**config.mk**
```make
export PLATFORM = sky130hd
export DESIGN_NAME = sensor_tp_regs
export DESIGN_NICKNAME = d
export VERILOG_FILES = /design/src/hw/sensor_tp_pkg.sv /design/src/hw/sensor_tp_regs.sv
export SDC_FILE = /design/constraint.sdc
export NUM_CORES = 1
export LEC_CHECK = 0
export ABC_AREA = 1
export BUFFER_PORTS_ARGS = -buffer_cell sky130_fd_sc_hd__buf_4
export CAP_MARGIN = 10
export CORE_MARGIN = 1.5
export CORE_UTILIZATION = 49
export CTS_BUF_LIST = sky130_fd_sc_hd__clkbuf_8
export CTS_CLUSTER_DIAMETER = 200
export DETAILED_ROUTE_END_ITERATION = 7
export GPL_ROUTABILITY_DRIVEN = 0
export PLACE_DENSITY = 0.76
export SYNTH_ARGS = -nofsm -noshare
export SYNTH_HDL_FRONTEND = slang
export SYNTH_SLANG_ARGS = --single-unit
```
**constraint.sdc**
```tcl
create_clock -name clk -period 2 [get_ports clk]
set_clock_uncertainty 0.15 [all_clocks]
set_input_delay 0.4 -clock clk [delete_from_list [all_inputs] [get_ports clk]]
set_output_delay 0.4 -clock clk [all_outputs]
set_load 0.1 [all_outputs]
```
**src/hw/sensor_tp_pkg.sv**
```systemverilog
/*
 * Constants for the test-pattern and calibration-status register bank:
 * register indices, field positions, reset values and bus codes.
 * Assumes an AXI4-Lite slave with byte address = 4 * register index.
 */
package sensor_tp_pkg;
   // register indices; byte address is four times the index
   localparam logic [7:0]  IDX_FAULT     = 8'h88;
   localparam logic [7:0]  IDX_RSV_A     = 8'h89;
   localparam logic [7:0]  IDX_RSV_B     = 8'h8a;
   localparam logic [7:0]  IDX_RSV_C     = 8'h8b;
   localparam logic [7:0]  IDX_CFG_A     = 8'h8c;
   localparam logic [7:0]  IDX_CFG_B     = 8'h8d;
   localparam logic [7:0]  IDX_CTRL      = 8'h90;
   localparam logic [7:0]  IDX_CFG_C     = 8'h91;
   localparam logic [7:0]  IDX_LOW01     = 8'h92;
   localparam logic [7:0]  IDX_LOW23     = 8'h93;
   localparam logic [7:0]  IDX_CFG_D     = 8'h94;
   localparam logic [7:0]  IDX_HIGH      = 8'h96;
   localparam logic [7:0]  IDX_SAMPLES   = 8'h9b;
   localparam logic [7:0]  IDX_STATUS    = 8'h9c;
   localparam logic [7:0]  IDX_CLEAR     = 8'h9d;
   localparam logic [7:0]  IDX_ENABLE    = 8'h9e;
   localparam int          ADDR_WIDTH    = 10;
   localparam int          IDX_LSB       = 2;
   // pattern control fields
   localparam int          CTRL_TP_EN    = 0;
   localparam int          CTRL_INC      = 1;
   localparam int          CTRL_PRBS     = 2;
   localparam int          CTRL_FRAMED   = 3;
   // sample-count field position in its register
   localparam int          SAMPLES_LSB   = 8;
   // reset values
   localparam logic [3:0]  CTRL_RESET    = 4'h0;
   localparam logic [15:0] LOW01_RESET   = 16'h0100;
   localparam logic [15:0] LOW23_RESET   = 16'h0302;
   localparam logic [7:0]  HIGH_RESET    = 8'h00;
   localparam logic [7:0]  FAULT_RESET   = 8'h00;
   localparam logic [2:0]  SAMPLES_RESET = 3'h0;
   localparam logic [15:0] CFG_B_VALUE   = 16'hffff;
   localparam logic [15:0] CFG_D_VALUE   = 16'h0504;
   localparam logic [9:0]  PRBS_SEED     = 10'h3ff;
   // geometry
   localparam int          LANES         = 4;
   localparam int          CHANNELS      = 8;
   localparam int          WORD_WIDTH    = 10;
   localparam int          LOW_WIDTH     = 8;
   localparam int          HIGH_WIDTH    = 2;
   // prbs taps for x^10 + x^7 + 1
   localparam int          PRBS_TAP_A    = 9;
   localparam int          PRBS_TAP_B    = 6;
   // bus responses
   localparam logic [1:0]  RESP_OKAY     = 2'h0;
   localparam logic [1:0]  RESP_SLVERR   = 2'h2;
endpackage

```
**src/hw/sensor_tp_regs.sv**
```systemverilog
/*
 * Test-pattern generator, black-calibration fault flags and their
 * interrupt, behind an AXI4-Lite register slave.
 * Assumes pixel and dark-sample inputs come from logic on clk, and that
 * the master keeps one write and one read outstanding at most.
 */
// How it works
// - each of channels 0..7 gets a fault flag when too few dark samples
// - pattern enable bit 0 replaces pixel data with generated words
// - bit 1 chooses incrementing pattern, else constant programmed value
// - bit 2 inserts a pseudo-random binary sequence into output data
// - bit 3 keeps frame and line structure, else words go unframed
// - lane 0 low eight bits from register 146 bits 7:0, reset 0x00
// - lane 1 low eight bits from register 146 bits 15:8, reset 0x01
// - lane 2 low eight bits from register 147 bits 7:0, reset 0x02
// - lane 3 low eight bits from register 147 bits 15:8, reset 0x03
// - high bits of every lane value come from register 150
// - fault register is read-only, resets to zero, ignores writes
// - register 150 holds two high bits per lane, lane 0 lowest
// - required dark samples equal two to the programmed count field
module sensor_tp_regs (
   input  wire logic                                  clk,
   input  wire logic                                  nrst,
   input  wire logic [sensor_tp_pkg::ADDR_WIDTH-1:0]  s_axi_awaddr,
   input  wire logic                                  s_axi_awvalid,
   output logic                                       s_axi_awready,
   input  wire logic [31:0]                           s_axi_wdata,
   input  wire logic [3:0]                            s_axi_wstrb,
   input  wire logic                                  s_axi_wvalid,
   output logic                                       s_axi_wready,
   output logic [1:0]                                 s_axi_bresp,
   output logic                                       s_axi_bvalid,
   input  wire logic                                  s_axi_bready,
   input  wire logic [sensor_tp_pkg::ADDR_WIDTH-1:0]  s_axi_araddr,
   input  wire logic                                  s_axi_arvalid,
   output logic                                       s_axi_arready,
   output logic [31:0]                                s_axi_rdata,
   output logic [1:0]                                 s_axi_rresp,
   output logic                                       s_axi_rvalid,
   input  wire logic                                  s_axi_rready,
   input  wire logic [3:0][9:0]                       pix_in,
   input  wire logic                                  pix_valid,
   input  wire logic                                  frame_valid_in,
   input  wire logic                                  line_valid_in,
   input  wire logic [7:0]                            dark_sample,
   input  wire logic                                  cal_end,
   output logic [3:0][9:0]                            pat_out,
   output logic                                       out_valid,
   output logic                                       frame_valid_out,
   output logic                                       line_valid_out,
   output logic [7:0]                                 cal_fault,
   output logic                                       irq
);
   typedef struct packed {
      logic            aw_held;
      logic [7:0]      aw_idx;
      logic            w_held;
      logic [15:0]     wdata;
      logic [1:0]      wstrb;
      logic            bvalid;
      logic [1:0]      bresp;
      logic            rvalid;
      logic [15:0]     rdata;
      logic [1:0]      rresp;
      logic [3:0]      ctrl;
      logic [15:0]     low01;
      logic [15:0]     low23;
      logic [7:0]      high;
      logic [2:0]      samples;
      logic [7:0]      fault;
      logic [7:0]      status;
      logic [7:0]      enable;
      logic [7:0][7:0] cnt;
      logic [3:0][9:0] lane;
      logic [9:0]      prbs;
      logic [3:0][9:0] dout;
      logic            dvalid;
      logic            fv;
      logic            lv;
   } state_type;

   state_type state;
   state_type next_state;
   logic      active;
   logic      emit;
   logic      wr_fire;
   logic [7:0] threshold;
   logic [7:0] clear_bits;
   logic [7:0] fault_events;

   // address decode shared by the read and write paths
   function automatic logic is_mapped(input logic [7:0] idx);
      case (idx)
         sensor_tp_pkg::IDX_FAULT, sensor_tp_pkg::IDX_RSV_A,
         sensor_tp_pkg::IDX_RSV_B, sensor_tp_pkg::IDX_RSV_C,
         sensor_tp_pkg::IDX_CFG_A, sensor_tp_pkg::IDX_CFG_B,
         sensor_tp_pkg::IDX_CTRL, sensor_tp_pkg::IDX_CFG_C,
         sensor_tp_pkg::IDX_LOW01, sensor_tp_pkg::IDX_LOW23,
         sensor_tp_pkg::IDX_CFG_D, sensor_tp_pkg::IDX_HIGH,
         sensor_tp_pkg::IDX_SAMPLES, sensor_tp_pkg::IDX_STATUS,
         sensor_tp_pkg::IDX_CLEAR, sensor_tp_pkg::IDX_ENABLE: is_mapped = 1'b1;
         default: is_mapped = 1'b0;
      endcase
   endfunction

   // byte-lane merge of a 16-bit register
   function automatic logic [15:0] merge16(input logic [15:0] old,
                                           input logic [15:0] data,
                                           input logic [1:0]  strb);
      merge16 = {strb[1] ? data[15:8] : old[15:8],
                 strb[0] ? data[7:0]  : old[7:0]};
   endfunction

   function automatic logic [9:0] prog_value(input state_type s,
                                             input int        i);
      logic [7:0] low;
      logic [31:0] both;
      both = {s.low23, s.low01};
      low  = both[i*8 +: 8];
      prog_value = {s.high[i*2 +: 2], low};
   endfunction

   // register read mux; reserved words read their fixed values
   function automatic logic [15:0] read_value(input state_type  s,
                                              input logic [7:0] idx);
      case (idx)
         sensor_tp_pkg::IDX_FAULT:   read_value = {8'h00, s.fault};
         sensor_tp_pkg::IDX_CFG_B:   read_value = sensor_tp_pkg::CFG_B_VALUE;
         sensor_tp_pkg::IDX_CTRL:    read_value = {12'h000, s.ctrl};
         sensor_tp_pkg::IDX_LOW01:   read_value = s.low01;
         sensor_tp_pkg::IDX_LOW23:   read_value = s.low23;
         sensor_tp_pkg::IDX_CFG_D:   read_value = sensor_tp_pkg::CFG_D_VALUE;
         sensor_tp_pkg::IDX_HIGH:    read_value = {8'h00, s.high};
         sensor_tp_pkg::IDX_SAMPLES: read_value = {5'h00, s.samples, 8'h00};
         sensor_tp_pkg::IDX_STATUS:  read_value = {8'h00, s.status};
         sensor_tp_pkg::IDX_ENABLE:  read_value = {8'h00, s.enable};
         default:                    read_value = 16'h0000;
      endcase
   endfunction

   // handshake outputs straight from the held flags
   assign s_axi_awready   = !state.aw_held && !state.bvalid;
   assign s_axi_wready    = !state.w_held && !state.bvalid;
   assign s_axi_arready   = !state.rvalid;
   assign s_axi_bvalid    = state.bvalid;
   assign s_axi_bresp     = state.bresp;
   assign s_axi_rvalid    = state.rvalid;
   assign s_axi_rresp     = state.rresp;
   assign s_axi_rdata     = {16'h0000, state.rdata};
   assign pat_out         = state.dout;
   assign out_valid       = state.dvalid;
   assign frame_valid_out = state.fv;
   assign line_valid_out  = state.lv;
   assign cal_fault       = state.fault;
   assign irq             = |(state.status & state.enable);

   // substitution is on when either source is enabled
   assign active  = state.ctrl[sensor_tp_pkg::CTRL_TP_EN] ||
                    state.ctrl[sensor_tp_pkg::CTRL_PRBS];
   // framed words follow pixel timing, unframed ones run every cycle
   assign emit    = active && (!state.ctrl[sensor_tp_pkg::CTRL_FRAMED] ||
                               pix_valid);
   assign wr_fire = state.aw_held && state.w_held;
   // required count is two to the programmed field
   assign threshold = 8'h01 << state.samples;

   // flags that the pending write clears; hardware events still win
   assign clear_bits = (wr_fire && state.aw_idx == sensor_tp_pkg::IDX_CLEAR &&
                        state.wstrb[0]) ? state.wdata[7:0] : 8'h00;

   // a channel faults when its count falls short at window end
   generate
      for (genvar c = 0; c < sensor_tp_pkg::CHANNELS; c++) begin : g_ev
         assign fault_events[c] = cal_end && (state.cnt[c] < threshold);
      end
   endgenerate

   // next-state logic for bus, calibration and pattern generator
   always_comb begin
      next_state = state;
      // write address and data are taken in either order
      if (s_axi_awvalid && s_axi_awready) begin
         next_state.aw_held = 1'b1;
         next_state.aw_idx  = s_axi_awaddr[sensor_tp_pkg::IDX_LSB +: 8];
      end
      if (s_axi_wvalid && s_axi_wready) begin
         next_state.w_held = 1'b1;
         next_state.wdata  = s_axi_wdata[15:0];
         next_state.wstrb  = s_axi_wstrb[1:0];
      end
      if (state.bvalid && s_axi_bready) begin
         next_state.bvalid = 1'b0;
      end
      if (wr_fire) begin
         next_state.aw_held = 1'b0;
         next_state.w_held  = 1'b0;
         next_state.bvalid  = 1'b1;
         next_state.bresp   = is_mapped(state.aw_idx) ?
                              sensor_tp_pkg::RESP_OKAY :
                              sensor_tp_pkg::RESP_SLVERR;
         // fault register has no write path
         case (state.aw_idx)
            sensor_tp_pkg::IDX_CTRL: begin
               next_state.ctrl = state.wstrb[0] ? state.wdata[3:0] :
                                 state.ctrl;
            end
            sensor_tp_pkg::IDX_LOW01: begin
               next_state.low01 = merge16(state.low01, state.wdata,
                                          state.wstrb);
            end
            sensor_tp_pkg::IDX_LOW23: begin
               next_state.low23 = merge16(state.low23, state.wdata,
                                          state.wstrb);
            end
            sensor_tp_pkg::IDX_HIGH: begin
               next_state.high = state.wstrb[0] ? state.wdata[7:0] :
                                 state.high;
            end
            sensor_tp_pkg::IDX_SAMPLES: begin
               next_state.samples = state.wstrb[1] ?
                  state.wdata[sensor_tp_pkg::SAMPLES_LSB +: 3] :
                  state.samples;
            end
            sensor_tp_pkg::IDX_ENABLE: begin
               next_state.enable = state.wstrb[0] ? state.wdata[7:0] :
                                   state.enable;
            end
            default: begin
               next_state.ctrl = state.ctrl;
            end
         endcase
      end
      // read answers one cycle after the address is taken
      if (state.rvalid && s_axi_rready) begin
         next_state.rvalid = 1'b0;
      end
      if (s_axi_arvalid && s_axi_arready) begin
         next_state.rvalid = 1'b1;
         next_state.rdata  = read_value(state,
                             s_axi_araddr[sensor_tp_pkg::IDX_LSB +: 8]);
         next_state.rresp  = is_mapped(
                             s_axi_araddr[sensor_tp_pkg::IDX_LSB +: 8]) ?
                             sensor_tp_pkg::RESP_OKAY :
                             sensor_tp_pkg::RESP_SLVERR;
      end
      // saturating counters, cleared when each window closes
      for (int c = 0; c < sensor_tp_pkg::CHANNELS; c++) begin
         if (cal_end) begin
            next_state.cnt[c] = 8'h00;
         end else if (dark_sample[c] && state.cnt[c] < 8'h80) begin
            next_state.cnt[c] = state.cnt[c] + 8'h01;
         end
      end
      // each window end rewrites the flags; sticky status for irq
      if (cal_end) begin
         next_state.fault = fault_events;
      end
      next_state.status = (state.status & ~clear_bits) | fault_events;
      // pattern datapath
      if (active) begin
         next_state.dvalid = emit;
         next_state.fv = state.ctrl[sensor_tp_pkg::CTRL_FRAMED] &&
                         frame_valid_in;
         next_state.lv = state.ctrl[sensor_tp_pkg::CTRL_FRAMED] &&
                         line_valid_in;
      end else begin
         next_state.dvalid = pix_valid;
         next_state.fv     = frame_valid_in;
         next_state.lv     = line_valid_in;
      end
      if (emit) begin
         // one ten-bit lfsr shared by all lanes
         next_state.prbs = {state.prbs[8:0],
                            state.prbs[sensor_tp_pkg::PRBS_TAP_A] ^
                            state.prbs[sensor_tp_pkg::PRBS_TAP_B]};
      end
      for (int i = 0; i < sensor_tp_pkg::LANES; i++) begin
         if (!active) begin
            next_state.dout[i] = pix_in[i];
            next_state.lane[i] = prog_value(state, i);
         end else if (!state.ctrl[sensor_tp_pkg::CTRL_INC]) begin
            // constant mode keeps the lane at its programmed value
            next_state.lane[i] = prog_value(state, i);
         end else if (emit) begin
            // add one per word, wrapping at ten bits
            next_state.lane[i] = state.lane[i] + 10'h001;
         end
         if (emit) begin
            if (state.ctrl[sensor_tp_pkg::CTRL_PRBS]) begin
               next_state.dout[i] = state.prbs;
            end else if (state.ctrl[sensor_tp_pkg::CTRL_INC]) begin
               next_state.dout[i] = state.lane[i];
            end else begin
               next_state.dout[i] = prog_value(state, i);
            end
         end
      end
   end

   // all state in one register; reset values overlay the zero fill
   always_ff @(posedge clk or negedge nrst) begin
      if (!nrst) begin
         state         <= '0;
         state.ctrl    <= sensor_tp_pkg::CTRL_RESET;
         state.low01   <= sensor_tp_pkg::LOW01_RESET;
         state.low23   <= sensor_tp_pkg::LOW23_RESET;
         state.high    <= sensor_tp_pkg::HIGH_RESET;
         state.fault   <= sensor_tp_pkg::FAULT_RESET;
         state.samples <= sensor_tp_pkg::SAMPLES_RESET;
         state.prbs    <= sensor_tp_pkg::PRBS_SEED;
      end else begin
         state <= next_state;
      end
   end

   // per-channel fault and lane value checks
   generate
      for (genvar c = 0; c < sensor_tp_pkg::CHANNELS; c++) begin : g_chk

      end
      for (genvar i = 0; i < sensor_tp_pkg::LANES; i++) begin : g_lane

      end
   endgenerate
endmodule

```
==> results of run 1 <==
==> per-stage QoR <==
stage                     power, W  instances  hold slack [ps]
final                       0.0193       2789             28.0
after floorplan             0.0120       2105            -45.6
after CTS                   0.0193       2786             13.2
after detailed placement    0.0135       2619             95.4
after global placement      0.0134       2619              102
after global routing        0.0203       2789             20.2
==> cell families after synthesis <==
group                      share of synthesized area, %
DFF                                                42.8
xor gates and xnor gates                         0.0542
adders and majority gates                          5.26
and+or+nand+nor                                    25.7
AOI/OAI and AO/OA                                  14.8
other                                            0.0232
muxes                                             0.279
buffers and inverters                              11.0
==> registers in the layout, indices dropped and copies added (netlist names) <==
name / flops
s_axi_rdata: 16
out_valid: 1
s_axi_bvalid: 1
cal_fault: 8
frame_valid_out: 1
state: 205
pat_out: 40
s_axi_bresp: 1
line_valid_out: 1
s_axi_rvalid: 1
s_axi_rresp: 1
==> layout by cell type (no fill, tap or decap), drive strengths merged <==
master and count:
nand2 521, nor2 266, dfrtp 262, buf 233, inv 218, o21ai 204, a21oi 131, nand3 93
dlygate4sd3 76, ha 68, clkbuf 60, nand4 49, o22ai 47, nor3 33, conb 18, dfstp 14
o2111a 7, o31ai 7, o211ai 7, clkinv 6, or2 5, mux2 4, o21a 3, clkinvlp 3
o21bai 3, bufinv 3, a221oi 2, o211a 1, a21o 1, a211o 1, xnor2 1
==> area by class of cell <==
class,count,area share (%)
well taps,442,2.83
flip-flops and latches,276,35.5
clock buffers,60,4.22
clock inverters,27,1.02
repair buffers,309,13.7
multi-input cells,1472,38.8
inverters,203,3.93
==> final timing paths <==
path                                     start         endpoint  slack (ps)  depth (start not counted)
worst max-delay path                state[167]              irq        -160                          5
worst min-delay path                pix_in[11]      pat_out[11]          30                          3
worst max register to register      state[181]       state[169]          90                          8
worst min register to register  s_axi_rdata[6]   s_axi_rdata[6]         330                          2
max in group asynchronous                 nrst  s_axi_rdata[12]         940                          3
min in group asynchronous                 nrst        state[84]         110                          2
==> cell usage after synthesis (11+ instances only) <==
library cell  number  area, µm²
inv_1            195        732
dfrtp_1          262       6560
o22ai_1           47        294
nor2_2            11       68.8
nand3_1           90        450
buf_4             89        668
nand4_1           46        288
dfstp_2           14        368
o21ai_1           34        170
clkbuf_1          23       86.3
buf_2             33        165
o21ai_2           40        350
o21ai_0          130        651
nor3_1            26        130
nor2_1           245        920
ha_1              68        851
a21oi_1          131        656
nand2_1          514       1930
==> where the power goes <==
group / internal (W) / leakage (nW) / switching, W / total [W]
sequential: 0.00652 / 3.53 / 0.000779 / 0.00730
combinational: 0.00184 / 5.54 / 0.00473 / 0.00657
clock: 0.00309 / 0.583 / 0.00238 / 0.00547
==> layer usage <==
layer / vias up / routed length, µm / GRT usage, %
li1: 7226 / - / -
met1: 6897 / 18700 / 34.4
met2: 589 / 20500 / 42.8
met3: 113 / 3640 / 5.02
met4: 0 / 1640 / 10.7
met5: - / 0 / 0
==> critical path, delay by kind of cell (launching register included) <==
| kind | cells | cell delay (ps) |
|---|---|---|
| buffers and inverters | 1 | 180 |
| AO/OA/AOI/OAI | 1 | 200 |
| AND/OR/NAND/NOR | 3 | 250 |
| flip-flops | 1 | 420 |
==> what timing repair did <==
action                                  4_1_cts  5_1_grt
hold buffers                                 76        0
hold endpoints to repair                    341        0
setup buffers                                 4        3
pin swaps                                     4        2
resized for setup                            11       16
endpoints found under the setup margin        4       31
==> out/results.ini, run 1 <==
[run_status]
outcome = finished with violations
violations = negative setup slack

[cells_and_area]
multi_input_area_um2 = 7590
fill_cells = 2833
drive_gt1_share_pct = 18.7
design_area_um2 = 19600
synthToLayoutAreaGrowth_pct = 21.0
final_net_count = 2492
register_area_um2 = 6940
antennaDiodeCount = 0
fin_util_pct = 60.1

[placement]
portBuffers = 167
hpwl_um = 31700
place_ws_ps = 33.4
dpl-instance-area_um2 = 17600

[sta]
rsz0062_at_grt = true
fin_setup_tns_ps = -162
slew_violations = 0
final-hold-violation-count = 0
fin_crit_sh_pct = 108
worst_pin_slew_ps = 521
finalSetupViolations = 1
timing.fmax_ghz = 0.463
setup_slack_ps = -162
slew_headroom_pct = 64.9
fin_crit_ps = 2160

[die]
initial_core_util_pct = 49.7
die_area_um2 = 34100
num_rows = 66
die_x_um = 185
core_um2 = 32500
die_y_um = 185
io_pins = 208

[grt]
overflow = 0
grt_pass1_wl_um = 71200
antenna_found_initial = 0
grt_pass1_vias = 14266
grt_max_degree = 75
track_usage_pct = 26.3

[clock_network]
cts_tree = done
clock_sinks = 276
clock_latency_ps = 570
cts_buffer_depth = 3
cts_buffers = 47
htreeDepth = 2
path_clk_slew_ps = 60
root_buffer = clkbuf_8

[critical_path]
startpoint_type = flop
crit_path_cell_trace = nand2_1 -> nand2_1 -> a221oi_2 -> nand2_2 -> buf_12
cp_common_cell = nand2_1
critPathKind = flop to primary output
setup.worst_path.end_class = primary output
crit_slowest_cell = dfrtp_1
crit_path_max_fanout = 3
cpPeakStageDelay_ps = 420
worstPathRequired_ps = 1450
cp.arrival_ps = 1610

[synthesis]
synth.distinct_cells = 42
synth_area_um2 = 16200
syn-mean-instance-area_um2 = 7.74
ys_dominant_reg_cell = dfrtp_1
yosysWarnings = 0
ys_ff_latch = 276
async_reset_ff_share_pct = 100
synth_edf_count = 0
synthCells = 2088
ys_seq_area_share_pct = 42.8

[detailed_routing]
first_pass_iters = 7
vias = 14825
postRouteAntennaNets = 0
wl_um = 44500
viasPerCell = 5.32
drc_errors = 0
drtIter0Drc = 1149
post_drt_wl_per_cell_um = 16.0

[run]
drv_cap = 0

[power]
vdd_drop_max_mv = 1.36
leakage_nw = 9.66
p_per_area_nw_per_um2 = 989

[min_path]
holdCritPathClass = primary input to flop

Power figures use the tool's default switching activity.
==> run 2: changes to the inputs <==
- CORE_MARGIN: 1.5 -> 2
- CTS_BUF_LIST: sky130_fd_sc_hd__clkbuf_8 -> sky130_fd_sc_hd__clkbuf_16
- PLACE_DENSITY: 0.76 -> 0.73
==> out/results.ini, run 2 (synthesis gave the netlist of run 1 again) <==
[detailed_routing]
drc_errors = 0  ; unchanged
viasPerCell = 5.42  ; +2.0%
first_pass_iters = 7  ; unchanged
drtIter0Drc = 1100  ; -4.3%
post_drt_wl_per_cell_um = 16.4  ; +2.9%
postRouteAntennaNets = 0  ; unchanged
vias = 14975  ; +1.0%
wl_um = 45400  ; +1.9%

[power]
p_sw_share_pct = 39.8  ; -1.0 points
combPwrFrac_pct = 33.1  ; -0.9 points
clock_power_share_pct = 30.0  ; +1.7 points
leakage_nw = 9.60  ; -0.59%
p_per_area_nw_per_um2 = 1010  ; +2.5%
vdd_drop_max_mv = 1.45  ; +6.8%
p_sw_w = 0.00790  ; +0.13%
p_int_w = 0.0120  ; +4.4%
p_seq_share_pct = 36.9  ; -0.8 points

[critical_path]
cpPeakStageDelay_ps = 410  ; about the same
reg2regPathDepth = 6  ; -2
crit_slowest_cell = dfrtp_1
setup.worst_path.end_class = primary output
reg2reg_from = state[225]
critPathKind = flop to primary output
cp.arrival_ps = 1660  ; +50 ps
r2r-end = state[83]
crit_path_cell_trace = nand2_1 -> nand2_1 -> a221oi_2 -> nand2_1 -> buf_12
crit_path_max_fanout = 2  ; -1
r2r_slack_ps = 80  ; about the same
startpoint_type = flop
cp_common_cell = nand2_1
worstPathRequired_ps = 1450  ; about the same

[sta]
fin_setup_tns_ps = -213  ; -50.7 ps
fin_crit_ps = 2210  ; +50.7 ps
rsz0062_at_grt = true
finalSetupViolations = 1  ; unchanged
setup_slack_ps = -213  ; -50.7 ps
fin_crit_sh_pct = 111  ; +2.5 points
timing.fmax_ghz = 0.452  ; -2.3%
worst_pin_slew_ps = 591  ; +70.2 ps
slew_violations = 0  ; unchanged
final-hold-violation-count = 0  ; unchanged
slew_headroom_pct = 60.2  ; -4.7 points

[cells_and_area]
max_flop_register = state
final_net_count = 2479  ; -0.52%
mostFrequentLayoutCell = nand2_1
antennaDiodeCount = 0  ; unchanged
synthToLayoutAreaGrowth_pct = 21.3
largest_register_ffs = 205  ; unchanged
mostFrequentLayoutCells = nand2_1 (508), dfrtp_1 (256), nor2_1 (243)
drive_gt1_share_pct = 18.0  ; -0.77 points
fill_cells = 2825  ; -0.28%
fin_util_pct = 60.2  ; +0.12 points

[clock_network]
cts_buffer_depth = 3  ; unchanged
root_buffer = clkbuf_16
cts_buffers = 31  ; -34%
path_clk_slew_ps = 70  ; about the same
clock_sinks = 276  ; unchanged
cts_tree = done
clock_latency_ps = 560  ; about the same
htreeDepth = 1  ; -1

[placement]
hpwl_um = 32300  ; +1.9%
portBuffers = 167  ; unchanged

[grt]
overflow = 0  ; unchanged
grt_pass1_vias = 14422  ; +1.1%
grt_pass1_wl_um = 72800  ; +2.2%
grt_max_degree = 60  ; -20%
antenna_found_initial = 0  ; unchanged
track_usage_pct = 26.4  ; +0.14 points

[die]
die_y_um = 186  ; +0.54%
die_area_um2 = 34400  ; +1.1%
initial_core_util_pct = 49.7  ; unchanged
io_pins = 208  ; unchanged
num_rows = 66  ; unchanged
die_x_um = 186  ; +0.54%
core_um2 = 32500  ; unchanged

[min_path]
holdPathStages = 3  ; unchanged
holdPathEnd = pat_out[6]
hp-start = pix_in[6]
holdCritPathClass = primary input to flop

[run]
drv_cap = 0  ; unchanged

[run_status]
violations = negative setup slack
outcome = finished with violations

[run 2: changes by cell type in the layout (fill, tap and decap cells not counted), sizes merged]
cell	before	now
clkinvlp	3	6
inv	218	203
clkbuf	60	31
clkinv	6	14
bufinv	3	6
buf	233	236
[run 2: metal layers]
metal,GRT usage [%],vias to the layer above,part of all wire (%)
met4,8.98,0,3.1
met5,0,-,0
met3,3.27,106,7.3
li1,-,7204,-
met1,35.0,7055,41
met2,45.0,610,48
[run 2: worst max-delay path, delay by kind of cell (launching register included)]
family / cells / cell delay, ps
compound gates: 1 / 190
buf+inv: 1 / 200
flops: 1 / 410
simple gates: 3 / 290
[run 2: worst max-delay path by stage]
stage | start | end | slack, ps | depth (start not counted)
after floorplan | s_axi_rvalid | s_axi_rvalid | -3 | 4
after global placement | state[183] | state[167] | 90 | 11
final | state[166] | irq | -210 | 5
after global routing | state[167] | irq | -250 | 5
after detailed placement | state[181] | state[167] | 40 | 7
after CTS | state[166] | irq | -210 | 5
[run 2: cell type report]
type	instances	area [µm²]	area share, %
clock buffers	31	776	3.96
clock inverters	26	288	1.47
inverters	203	766	3.91
multi-input cells	1472	7570	38.6
flip-flops and latches	276	6940	35.4
well taps	442	553	2.82
repair buffers	312	2710	13.8
[run 2: per-stage QoR]
step                hold slack, ps  instances  total power, W  area (µm²)  setup slack, ps
finish                        10.2       2762          0.0199       19600             -213
global route                  46.3       2762          0.0208       19600             -248
CTS                          0.704       2759          0.0198       19500             -207
detailed placement             182       2625          0.0136       17700             37.6
global placement               176       2625          0.0134       17700             88.1
floorplan                    -45.6       2105          0.0120       16300            -2.59
[run 2: repair_timing]
| action | 4_1_cts | 5_1_grt |
|---|---|---|
| cloned | 0 | 0 |
| endpoints found under the hold margin | 171 | 0 |
| pin swaps | 3 | 2 |
| resized for setup | 9 | 10 |
| setup buffers | 1 | 3 |
| hold buffers | 76 | 0 |
| endpoints found under the setup margin | 3 | 18 |
[run 2: power by group through the flow]
stage               registers, W  logic, W  clock network [W]
detailed placement       0.00738   0.00620                  0
global route             0.00741   0.00707            0.00631
finish                   0.00733   0.00657            0.00596
CTS                      0.00729   0.00650            0.00604
global placement         0.00734   0.00607                  0
floorplan                0.00722   0.00476                  0
